$ cat config.mk
export PLATFORM = sky130hd
export DESIGN_NAME = jtfs_framer_flat
export DESIGN_NICKNAME = d
export VERILOG_FILES = /design/src/design/jtfs_pkg.sv /design/src/design/jtfs_link_if.sv /design/src/design/jtfs_framer.sv /design/src/flat_wrapper.sv
export VERILOG_INCLUDE_DIRS = /design/src /design/src/design
export SDC_FILE = /design/constraint.sdc
export NUM_CORES = 2
export LEC_CHECK = 0
export CELL_PAD_IN_SITES_DETAIL_PLACEMENT = 1
export CELL_PAD_IN_SITES_GLOBAL_PLACEMENT = 2
export CORE_UTILIZATION = 37
export DETAILED_ROUTE_END_ITERATION = 8
export DONT_BUFFER_PORTS = 1
export PLACE_DENSITY_LB_ADDON = 0.05
export SETUP_SLACK_MARGIN = 0.15
export SYNTH_ARGS = -nofsm -noshare
export SYNTH_HDL_FRONTEND = slang
export SYNTH_SLANG_ARGS = --single-unit
$ cat constraint.sdc
create_clock -name hclk -period 13.24 [get_ports hclk]
set_input_delay 1.986 -clock hclk [delete_from_list [all_inputs] [get_ports hclk]]
set_output_delay 1.986 -clock hclk [all_outputs]
set_load 0.01 [all_outputs]
$ cat src/design/jtfs_cfg.svh
// Functional notes
// [RULE1] Four-bit swing setting, resets to fifteen
// [RULE2] Software keeps swing between twelve and fifteen
// [RULE3] Three-bit emphasis setting drives serializer boost
// [RULE4] Boost changed bits, de-emphasize repeated bits
// [RULE5] Framer input words are 16-bit samples
// [RULE6] Lane layout follows lanes, converters, samples
// [RULE7] Link goes CGS, then ILAS, then data
// [RULE8] Replace frame and multiframe end octets
// [RULE9] Every lane octet is 8B10B encoded
// [RULE10] Sample crossbar places any converter anywhere
// [RULE11] Lane crossbar maps framer to serial lanes
// [RULE12] Standard transport layer octet packing order
// [RULE13] Pattern generator offers five PRBS orders
// [RULE14] Pattern runs regardless of sync or errors
// [RULE15] Pattern order chosen, injected at serializer
// [RULE16] Pattern test only after link initialization
// [RULE17] Checker enabled, cleared, waited, then read
// [RULE18] Frame octets equal 2*M*S/L
// [RULE19] F*K within 20..256, multiple of four
// [RULE20] Customary polynomial per order, free-running LFSR
`ifndef JTFS_CFG_SVH
`define JTFS_CFG_SVH
// Register byte offsets
`define JTFS_ADDR_CTRL    8'h00
`define JTFS_ADDR_FRAME   8'h04
`define JTFS_ADDR_SERDES  8'h08
`define JTFS_ADDR_XBAR    8'h0C
`define JTFS_ADDR_STATUS  8'h10
// Control fields
`define JTFS_CTRL_LINK_EN 0
`define JTFS_CTRL_PRBS_EN 1
`define JTFS_CTRL_SEL_LSB 2
// Reset values
`define JTFS_CTRL_RST     5'h00
`define JTFS_FRAME_RST    12'h801
`define JTFS_SERDES_RST   7'h0F
`define JTFS_XBAR_RST     16'hE4E4
// Control characters
`define JTFS_K_R          8'h1C
`define JTFS_K_A          8'h7C
`define JTFS_K_Q          8'h9C
`define JTFS_K_K          8'hBC
`define JTFS_K_F          8'hFC
// Link counts and limits
`define JTFS_ILAS_MF      2'h3
`define JTFS_CGS_LOCK     3'h4
`define JTFS_A_COUNT      3'h4
`define JTFS_FK_MIN       10'h014
`define JTFS_FK_MAX       10'h100
`define JTFS_SWING_MIN    4'hC
`endif

$ cat src/design/jtfs_pkg.sv
package jtfs_pkg;
	// Link bring-up phases
	typedef enum logic [1:0] {LS_CGS, LS_ILAS, LS_DATA} jtfs_link_e;

	// 5b/6b codes for negative disparity, bit a first
	localparam logic [5:0] JTFS_T6 [32] = '{
		6'h27, 6'h1D, 6'h2D, 6'h31, 6'h35, 6'h29, 6'h19, 6'h38,
		6'h39, 6'h25, 6'h15, 6'h34, 6'h0D, 6'h2C, 6'h1C, 6'h17,
		6'h1B, 6'h23, 6'h13, 6'h32, 6'h0B, 6'h2A, 6'h1A, 6'h3A,
		6'h33, 6'h26, 6'h16, 6'h36, 6'h0E, 6'h2E, 6'h1E, 6'h2B};
	// 3b/4b codes for negative disparity, bit f first
	localparam logic [3:0] JTFS_T4 [8] = '{
		4'hB, 4'h9, 4'h5, 4'hC, 4'hD, 4'hA, 4'h6, 4'hE};

	// 8B10B encode; only K28.y control codes; returns {rd_out, abcdeifghj}
	function automatic logic [10:0] jtfs_enc(input logic [7:0] d, input logic k,
			input logic rd);
		logic [5:0] c6;
		logic [3:0] c4;
		logic       r;
		logic       alt;
		c6 = k ? 6'h0F : JTFS_T6[d[4:0]];
		if (rd && ($countones(c6) != 3 || c6 == 6'h38)) begin
			c6 = ~c6;
		end
		r   = ($countones(c6) != 3) ? ~rd : rd;
		alt = (!r && (d[4:0] == 5'h11 || d[4:0] == 5'h12 || d[4:0] == 5'h14)) ||
			(r && (d[4:0] == 5'h0B || d[4:0] == 5'h0D || d[4:0] == 5'h0E));
		c4  = (d[7:5] == 3'h7 && (k || alt)) ? 4'h7 : JTFS_T4[d[7:5]];
		if (r && ($countones(c4) != 2 || c4 == 4'hC)) begin
			c4 = ~c4;
		end else if (k && !r && $countones(c4) == 2 && c4 != 4'hC) begin
			c4 = ~c4; // Balanced K28 tails run inverted
		end
		return {(($countones(c4) != 2) ? ~r : r), c6, c4};
	endfunction

	// Tap pair of the selected order, newest bit at index zero
	function automatic logic [9:0] jtfs_taps(input logic [2:0] sel);
		case (sel)
			3'h0:    return {5'd6, 5'd5};   // x^7+x^6+1
			3'h1:    return {5'd8, 5'd4};   // x^9+x^5+1
			3'h2:    return {5'd14, 5'd13}; // x^15+x^14+1
			3'h3:    return {5'd22, 5'd17}; // x^23+x^18+1
			default: return {5'd30, 5'd27}; // x^31+x^28+1
		endcase
	endfunction

	// Ten pattern bits per clock, first bit in position nine
	function automatic logic [40:0] jtfs_prbs(input logic [30:0] st, input logic [2:0] sel);
		logic [30:0] s;
		logic [9:0]  b;
		logic [9:0]  t;
		s = st;
		b = 10'h000;
		t = jtfs_taps(sel);
		for (int i = 9; i >= 0; i--) begin
			b[i] = s[t[9:5]] ^ s[t[4:0]];
			s    = {s[29:0], b[i]};
		end
		return {s, b};
	endfunction
endpackage

$ cat src/design/jtfs_link_if.sv
`timescale 1ns/1ps
interface jtfs_link_if;
	logic [3:0][9:0] sym;    // Serial symbols, bit 9 sent first
	logic [3:0][9:0] boost;  // Emphasis boost per bit
	logic [3:0]      swing;  // Output swing setting
	logic [2:0]      emph;   // Emphasis strength
	logic            sync_n; // Receiver sync request, low asks CGS
	modport framer (output sym, output boost, output swing, output emph, input sync_n);
	modport deframer (input sym, input boost, input swing, input emph, output sync_n);
endinterface

$ cat src/design/jtfs_framer.sv
`timescale 1ns/1ps
`include "jtfs_cfg.svh"
module jtfs_framer
	import jtfs_pkg::*;
(
	input  logic                  hclk,
	input  logic                  hresetn,
	input  logic                  hsel,
	input  logic [31:0]           haddr,
	input  logic [1:0]            htrans,
	input  logic                  hwrite,
	input  logic [2:0]            hsize,
	input  logic [31:0]           hwdata,
	input  logic                  hready,
	output logic                  hreadyout,
	output logic                  hresp,
	output logic [31:0]           hrdata,
	input  logic [3:0][3:0][15:0] conv_sample,
	output logic                  sample_take,
	jtfs_link_if.framer           link
);
	// Software registers
	logic [4:0]      ctrl;      // Link enable, pattern enable, order
	logic [11:0]     frame;     // Layout logs and frames per multiframe
	logic [6:0]      serdes;    // Emphasis and swing
	logic [15:0]     xbar;      // Sample and lane crossbars
	// Bus data-phase state
	logic            wr_pend;   // Write data due this cycle
	logic            rd_pend;   // Read data due this cycle
	logic [7:0]      dp_addr;   // Captured offset
	// Framer state
	jtfs_link_e      state;     // Bring-up phase
	logic [1:0]      mf;        // Multiframe count in ILAS
	logic [2:0]      pos;       // Octet within frame
	logic [5:0]      fcnt;      // Frame within multiframe
	logic [3:0][3:0][15:0] smp; // Frame of samples being sent
	logic [3:0][7:0] prev;      // Last octet of previous frame
	logic [3:0]      rd;        // Running disparity per framer lane
	logic [3:0][9:0] fsym;      // Encoded framer lane symbols
	logic [3:0][9:0] sym;       // Symbols on the serial lanes
	logic [3:0][9:0] boost;     // Emphasis flags per bit
	logic [30:0]     pst;       // Pattern shift register
	logic [40:0]     pnext;     // Pattern step result
	// Layout decode
	logic [1:0]      mlog, llog, slog, flog;
	logic [3:0]      fsum;      // log2 of 2*M*S
	logic [5:0]      kfr;       // Frames per multiframe
	logic [9:0]      fk;        // Octets per multiframe
	logic [2:0]      fmax;      // Last octet index of a frame
	logic            cfg_bad;   // Layout or multiframe illegal
	logic            frame_end;
	logic            mf_end;
	logic            acc;       // Address phase accepted

	assign mlog = frame[1:0];
	assign llog = frame[3:2];
	assign slog = frame[5:4];
	assign kfr  = frame[11:6];
	assign fsum = 4'h1 + {2'h0, mlog} + {2'h0, slog};
	// F = 2^(1+mlog+slog-llog), only 1..8 supported
	assign flog = 2'(fsum - {2'h0, llog}); // RULE18
	assign fk   = 10'({4'h0, kfr} << flog);
	assign fmax = 3'((4'h1 << flog) - 4'h1);
	// Illegal layouts hold the link in CGS
	assign cfg_bad = (fsum < {2'h0, llog}) || (fsum - {2'h0, llog} > 4'h3) ||
		(mlog == 2'h3) || (llog == 2'h3) || (slog == 2'h3) ||
		(fk < `JTFS_FK_MIN) || (fk > `JTFS_FK_MAX) || (fk[1:0] != 2'h0); // RULE19
	assign frame_end = (pos >= fmax);
	assign mf_end    = frame_end && (fcnt >= kfr - 6'h01);

	// Zero-wait slave, always OKAY
	assign hreadyout = 1'b1;
	assign hresp     = 1'b0;
	assign acc       = hsel && hready && htrans[1];

	// Address phase capture
	always_ff @(posedge hclk or negedge hresetn) begin
		if (!hresetn) begin
			wr_pend <= 1'b0;
			rd_pend <= 1'b0;
			dp_addr <= 8'h00;
		end else begin
			wr_pend <= acc && hwrite;
			rd_pend <= acc && !hwrite;
			if (acc) begin
				dp_addr <= haddr[7:0];
			end
		end
	end

	// Register writes in data phase; status is read-only
	always_ff @(posedge hclk or negedge hresetn) begin
		if (!hresetn) begin
			ctrl   <= `JTFS_CTRL_RST;
			frame  <= `JTFS_FRAME_RST;
			serdes <= `JTFS_SERDES_RST; // RULE1
			xbar   <= `JTFS_XBAR_RST;
		end else if (wr_pend) begin
			case (dp_addr)
				`JTFS_ADDR_CTRL:   ctrl   <= hwdata[4:0];
				`JTFS_ADDR_FRAME:  frame  <= hwdata[11:0];
				`JTFS_ADDR_SERDES: serdes <= hwdata[6:0]; // RULE1 RULE3
				`JTFS_ADDR_XBAR:   xbar   <= hwdata[15:0];
				default: ;         // Unmapped writes dropped
			endcase
		end
	end

	// Read mux; unmapped offsets read zero
	always_comb begin
		hrdata = 32'h0000_0000;
		if (rd_pend) begin
			case (dp_addr)
				`JTFS_ADDR_CTRL:   hrdata = {27'h0, ctrl};
				`JTFS_ADDR_FRAME:  hrdata = {20'h0, frame};
				`JTFS_ADDR_SERDES: hrdata = {25'h0, serdes};
				`JTFS_ADDR_XBAR:   hrdata = {16'h0, xbar};
				`JTFS_ADDR_STATUS: hrdata = {28'h0, link.sync_n, cfg_bad, state};
				default:           hrdata = 32'h0000_0000;
			endcase
		end
	end

	// Octet and frame counters run in every phase
	always_ff @(posedge hclk or negedge hresetn) begin
		if (!hresetn) begin
			pos  <= 3'h0;
			fcnt <= 6'h00;
		end else if (frame_end) begin
			pos  <= 3'h0;
			fcnt <= mf_end ? 6'h00 : fcnt + 6'h01;
		end else begin
			pos  <= pos + 3'h1;
		end
	end

	// Bring-up sequencer, phases advance only on multiframe ends, fall back to CGS at once
	always_ff @(posedge hclk or negedge hresetn) begin
		if (!hresetn) begin
			state <= LS_CGS;
			mf    <= 2'h0;
		end else begin
			case (state)
				LS_CGS: begin
					mf <= 2'h0;
					if (ctrl[`JTFS_CTRL_LINK_EN] && !cfg_bad && link.sync_n && mf_end) begin
						state <= LS_ILAS; // RULE7
					end
				end
				LS_ILAS: begin
					if (!ctrl[`JTFS_CTRL_LINK_EN] || !link.sync_n || cfg_bad) begin
						state <= LS_CGS;
					end else if (mf_end) begin
						mf <= mf + 2'h1;
						if (mf == `JTFS_ILAS_MF) begin
							state <= LS_DATA; // RULE7
						end
					end
				end
				LS_DATA: begin
					if (!ctrl[`JTFS_CTRL_LINK_EN] || !link.sync_n || cfg_bad) begin
						state <= LS_CGS; // RULE7
					end
				end
				default: state <= LS_CGS;
			endcase
		end
	end

	// Next frame is taken while the last octet of this one goes out
	assign sample_take = frame_end;

	// Per converter slot: pick source converter, latch at frame end
	for (genvar m = 0; m < 4; m++) begin : g_slot
		always_ff @(posedge hclk or negedge hresetn) begin
			if (!hresetn) begin
				smp[m] <= '0;
			end else if (frame_end) begin
				smp[m] <= conv_sample[xbar[8 + 2 * m +: 2]]; // RULE5 RULE10
			end
		end
	end

	// Per framer lane: pack, replace, encode
	for (genvar l = 0; l < 4; l++) begin : g_lane
		logic [5:0]  idx;  // Octet number within the frame
		logic [4:0]  q;    // Sample number, converter-major
		logic [1:0]  cv;   // Converter of that sample
		logic [1:0]  sn;   // Sample within converter
		logic [15:0] word;
		logic [7:0]  dat;  // Transport data octet
		logic [7:0]  oct;  // Octet after control insertion
		logic        k;
		logic [10:0] enc;

		// Lane l carries octets l*F .. l*F+F-1, MSB octet first
		assign idx  = 6'({3'h0, 3'(l)} << flog) + {3'h0, pos}; // RULE6 RULE12
		assign q    = idx[5:1];
		assign cv   = 2'(q >> slog);
		assign sn   = 2'(q) & 2'((3'h1 << slog) - 3'h1);
		assign word = smp[cv][sn];
		assign dat  = idx[0] ? word[7:0] : word[15:8]; // RULE12

		// Control characters by phase
		always_comb begin
			oct = dat;
			k   = 1'b0;
			case (state)
				LS_CGS: begin
					oct = `JTFS_K_K;
					k   = 1'b1;
				end
				LS_ILAS: begin
					k = 1'b1;
					if (fcnt == 6'h00 && pos == 3'h0) begin
						oct = `JTFS_K_R;
					end else if (mf_end) begin
						oct = `JTFS_K_A;
					end else if (mf == 2'h1 && fcnt == 6'h00 && pos == 3'h1) begin
						oct = `JTFS_K_Q;
					end else begin
						oct = {fcnt[4:0], pos}; // Ramp stands in for config data
						k   = 1'b0;
					end
				end
				LS_DATA: begin
					// Repeat of last frame's end octet is replaced
					if (frame_end && dat == prev[l]) begin
						oct = mf_end ? `JTFS_K_A : `JTFS_K_F; // RULE8
						k   = 1'b1;
					end
				end
				default: ;
			endcase
		end

		assign enc     = jtfs_enc(oct, k, rd[l]); // RULE9
		assign fsym[l] = enc[9:0];

		// Disparity and frame-end history
		always_ff @(posedge hclk or negedge hresetn) begin
			if (!hresetn) begin
				rd[l]   <= 1'b0;
				prev[l] <= 8'h00;
			end else begin
				rd[l] <= enc[10];
				if (frame_end) begin
					prev[l] <= (state == LS_DATA) ? dat : 8'h00; // RULE8
				end
			end
		end
	end

	// Free-running pattern source
	assign pnext = jtfs_prbs(pst, ctrl[`JTFS_CTRL_SEL_LSB +: 3]); // RULE13 RULE20
	always_ff @(posedge hclk or negedge hresetn) begin
		if (!hresetn) begin
			pst <= 31'h7FFF_FFFF;
		end else begin
			pst <= pnext[40:10];
		end
	end

	// Serial lanes: crossbar, pattern injection, emphasis
	for (genvar p = 0; p < 4; p++) begin : g_ser
		logic [9:0] nsym;
		logic [9:0] nb;
		// Pattern overrides the framer whatever the link state
		assign nsym = ctrl[`JTFS_CTRL_PRBS_EN] ? pnext[9:0] :
			fsym[xbar[2 * p +: 2]]; // RULE11 RULE14 RULE15
		// Boost flags each bit differing from the one before
		always_comb begin
			nb    = 10'h000;
			nb[9] = (serdes[6:4] != 3'h0) && (nsym[9] != sym[p][0]); // RULE4
			for (int i = 0; i < 9; i++) begin
				nb[i] = (serdes[6:4] != 3'h0) && (nsym[i] != nsym[i + 1]); // RULE4
			end
		end
		always_ff @(posedge hclk or negedge hresetn) begin
			if (!hresetn) begin
				sym[p]   <= 10'h000;
				boost[p] <= 10'h000;
			end else begin
				sym[p]   <= nsym;
				boost[p] <= nb;
			end
		end
	end

	// Analog settings go straight to the drivers
	assign link.sym   = sym;
	assign link.boost = boost;
	assign link.swing = serdes[3:0]; // RULE1
	assign link.emph  = serdes[6:4]; // RULE3
endmodule // jtfs_framer

$ cat src/flat_wrapper.sv
// flat-port wrapper written by rule: the top's interface ports become plain ports
module jtfs_framer_flat import jtfs_pkg::*;
  (hclk, hresetn, hsel, haddr, htrans, hwrite, hsize, hwdata, hready, hreadyout, hresp, hrdata, conv_sample, sample_take, link_sym, link_boost, link_swing, link_emph, link_sync_n);
  jtfs_link_if link_i ();
  input  logic hclk;
  input  logic hresetn;
  input  logic hsel;
  input  logic [31:0] haddr;
  input  logic [1:0] htrans;
  input  logic hwrite;
  input  logic [2:0] hsize;
  input  logic [31:0] hwdata;
  input  logic hready;
  output logic hreadyout;
  output logic hresp;
  output logic [31:0] hrdata;
  input  logic [3:0][3:0][15:0] conv_sample;
  output logic sample_take;
  output wire logic [$bits(link_i.sym)-1:0] link_sym;
  output wire logic [$bits(link_i.boost)-1:0] link_boost;
  output wire logic [$bits(link_i.swing)-1:0] link_swing;
  output wire logic [$bits(link_i.emph)-1:0] link_emph;
  input wire logic [$bits(link_i.sync_n)-1:0] link_sync_n;
  assign link_sym = link_i.sym;
  assign link_boost = link_i.boost;
  assign link_swing = link_i.swing;
  assign link_emph = link_i.emph;
  assign link_i.sync_n = link_sync_n;
  jtfs_framer u_core (.hclk(hclk), .hresetn(hresetn), .hsel(hsel), .haddr(haddr), .htrans(htrans), .hwrite(hwrite), .hsize(hsize), .hwdata(hwdata), .hready(hready), .hreadyout(hreadyout), .hresp(hresp), .hrdata(hrdata), .conv_sample(conv_sample), .sample_take(sample_take), .link(link_i));
endmodule
==> impl_metrics.tcl <==
set metrics [dict create \
    outcome "finished with violations" \
    violations "max-slew violations, negative setup slack" \
    crit_arrival_ns 14.03 \
    wl_per_cell_um 30.69 \
    rsz0062_at_grt "true" \
    max_freq_mhz 74.49 \
    core_um2 111300 \
    layout-drive-gt1-share_pct 32.57 \
    fin_cells 6759 \
    max_slew_margin_pct -116.6 \
    syn_area_um2 41710 \
    ys_top_cells_by_area "dfrtp_1 (25%), mux4_2 (16%), nand2_1 (11%), mux2i_1 (4.3%), ha_1 (3.8%)" \
    hold_buffers 0 \
    drc_errors 0 \
    cp_data_required_time_ns 13.84 \
    dr.pass1.iters 7 \
    hold_viol_final 0 \
    irDropWorstVdd_mv 0.1644 \
    dp_cells 6549 \
    multi_input_area_um2 30140 \
    regArea_um2 11750 \
    ys_ff_latch 466 \
    fin_area_um2 53120 \
    start_util_pct 37.48 \
    async_flop_share_pct 100.0 \
    netlist_top_cells_count "nand2_1 (1189), dfrtp_1 (421), mux4_2 (293)" \
    whs_ns 0.3767 \
    rows 122 \
    dp_hpwl_um 162000 \
    hp-class "flop to flop" \
    combPwrFrac_pct 65.1 \
    clk_latency_ns 0.70 \
    via_per_inst 6.168 \
    critical_path.max_fanout 7 \
    dr.first_iter.drc_count 3333 \
    maxCapViolations 0 \
    cts_buffers 55 \
    clock_path_buffers 3 \
    ys_types 117 \
    pwr-share-clk_pct 11.5 \
    yosysSeqAreaShare_pct 28.09 \
    clock-sinks 466 \
    switching_share_pct 51.61 \
    power_uw 14130 \
    cts_htree_levels 2 \
    grt_first_pass_wirelength_um 298300 \
    vias 41692 \
    period_share_pct 101.4 \
    ios 453 \
    wirelength_um 207400 \
    cts_tree "done" \
    numPortBuffers 0 \
    grt_max_degree 467 \
    crit_slowest_cell "fa_2" \
    finalMaxSlewViolations 339 \
    yosysMostFrequentCell "nand2_1" \
    p_int_uw 6837 \
    fin_crit_ns 13.42 \
    syn_area_per_cell_um2 8.896 \
    grt_util_all_layers_pct 35.83 \
    setup_viol_count_final 22 \
    die_area_um2 114100 \
    p_switching_uw 7293 \
    ant_nets 0 \
    ys.flop_type "dfrtp_1" \
    pwr-share-seq_pct 23.3 \
    skew_ns 0.05101 \
    cpMostUsedCell "ha_4" \
    fp.dieH_um 337.8 \
    dpl_cell_area_um2 48020 \
    antenna_found_initial 10 \
    p_leak_uw 0.02238 \
    clockRootBuffer "clkbuf_16" \
    crit_path_max_incr_delay_ns 0.60 \
    power.density_nw_per_um2 266.0 \
    fillers 12662 \
    synth_top_cell_by_area "dfrtp_1" \
    syn_to_final_growth_pct 27.35 \
    fin_nets 5699 \
    gp_congestion 1.062 \
    grt_pass1_vias 42678 \
    critPathKind "flop to flop" \
    synth_edf_count 0 \
    synth_top_area_share_pct 25.26 \
    start_kind "flop" \
    overflow 0 \
    cp-end-kind "flop" \
    fin_ws_ns -0.1840 \
    netlist_instances 4689 \
    max_slew.worst_pin.slew_ns 3.250 \
    fin_util_pct 47.73 \
    clkTransAtPathRegs_ns 0.06 \
    ys_warn_count 0 \
    chipWidth_um 337.8 \
]
## per-layer routing
layer  global-route usage, %  vias up  share of wire (%)
li1                        -    18297                  -
met1                   45.14    21334                 40
met2                   58.75     1626                 47
met3                   6.602      427                7.0
met4                   17.96        8                5.6
met5                       0        -              0.024
## through the flow
stage / worst slack (ns) / TNS (ns)
after CTS: 0.03880 / 0
after detailed placement: -1.315 / -32.87
after global placement: -1.073 / -26.83
after global routing: -0.6799 / -16.80
after floorplan: 0.1099 / 0
final: -0.1840 / -1.913
## timing repair
| action | 4_1_cts | 5_1_grt |
|---|---|---|
| pin swaps | 149 | 104 |
| gates cloned | 2 | 2 |
| setup buffers | 65 | 35 |
| gates resized for setup | 309 | 173 |
| setup endpoints to repair | 35 | 36 |
| endpoints found under the hold margin | 0 | 0 |
## path summary, 6_finish.rpt
check	startpoint	to	slack (ns)	depth (start not counted)
max	u_core.frame[0]	u_core.rd[3]	-0.18	60
min	u_core.pst[17]	u_core.pst[27]	0.38	0
max reg2reg	u_core.frame[0]	u_core.rd[3]	-0.18	60
min reg2reg	u_core.pst[17]	u_core.pst[27]	0.38	0
max in group asynchronous	hresetn	u_core.xbar[12]	9.41	0
min in group asynchronous	hresetn	u_core.rd[0]	0.98	0
## cell families (layout without fill, tap and decap cells)
kind of cell	count (synthesis)	count (layout)	synth area share, %
AO/OA/AOI/OAI	962	962	16.65
XOR/XNOR	139	139	2.919
adder cells (fa/ha/maj)	148	148	4.751
buffers and inverters	493	1056	4.970
flip-flops	466	466	28.09
multiplexers	558	558	22.47
other	2	21	0.01800
AND/OR/NAND/NOR	1921	1921	20.13
## cells in the final DEF (no fill, tap or decap), types with 38 or more instances in the layout
cell,instances
nand3_1,158
xor2_1,38
mux2_2,79
nand4_1,60
mux4_2,293
clkbuf_16,57
o21ai_0,158
dfstp_2,41
dfrtp_1,416
xnor2_1,76
nand2_1,1173
and3_1,38
mux2i_1,163
nor2_1,175
inv_1,121
ha_1,97
a21oi_1,168
buf_4,705
buf_6,49
o22ai_1,40
nor3_1,66
buf_12,41
## sequential cells by signal, indices dropped and copies added (netlist names)
name               cells
u_core.dp_addr         8
u_core.state           2
u_core.ctrl            5
u_core.smp           256
u_core.serdes          7
u_core.pst            31
u_core.rd_pend         1
u_core.mf              2
u_core.rd              4
u_core.link.boost     40
u_core.wr_pend         1
u_core.xbar           16
u_core.frame          12
u_core.prev           32
u_core.pos             3
u_core.fcnt            6
u_core.link.sym       40
## power by group through the flow
stage	Combinational, uW	Sequential [uW]	Clock, uW
after floorplan	4450	2590	0
after global placement	7940	3230	0
after detailed placement	8060	3240	0
after CTS	8680	3240	1660
after global routing	9740	3320	1710
final	9200	3300	1630
## worst max-delay path, delay by kind of cell, from the launching register on
kind            cells  cell delay [ns]
compound gates     15             3.74
fa+ha+maj          13             4.33
xor+xnor            4             0.58
buf+inv            11             1.35
simple gates       17             2.74
flops               1             0.57
## layout make-up
class	instances	share of cell area (%)
Multi-Input combinational cell	3746	56.75
Sequential cell	466	22.12
Timing Repair Buffer	806	12.96
Tap cell	1488	3.505
Clock buffer	71	2.780
Inverter	147	1.074
Clock inverter	32	0.7985
Antenna cell	3	0.01413
No activity file was read; power rests on OpenSTA's default activity.
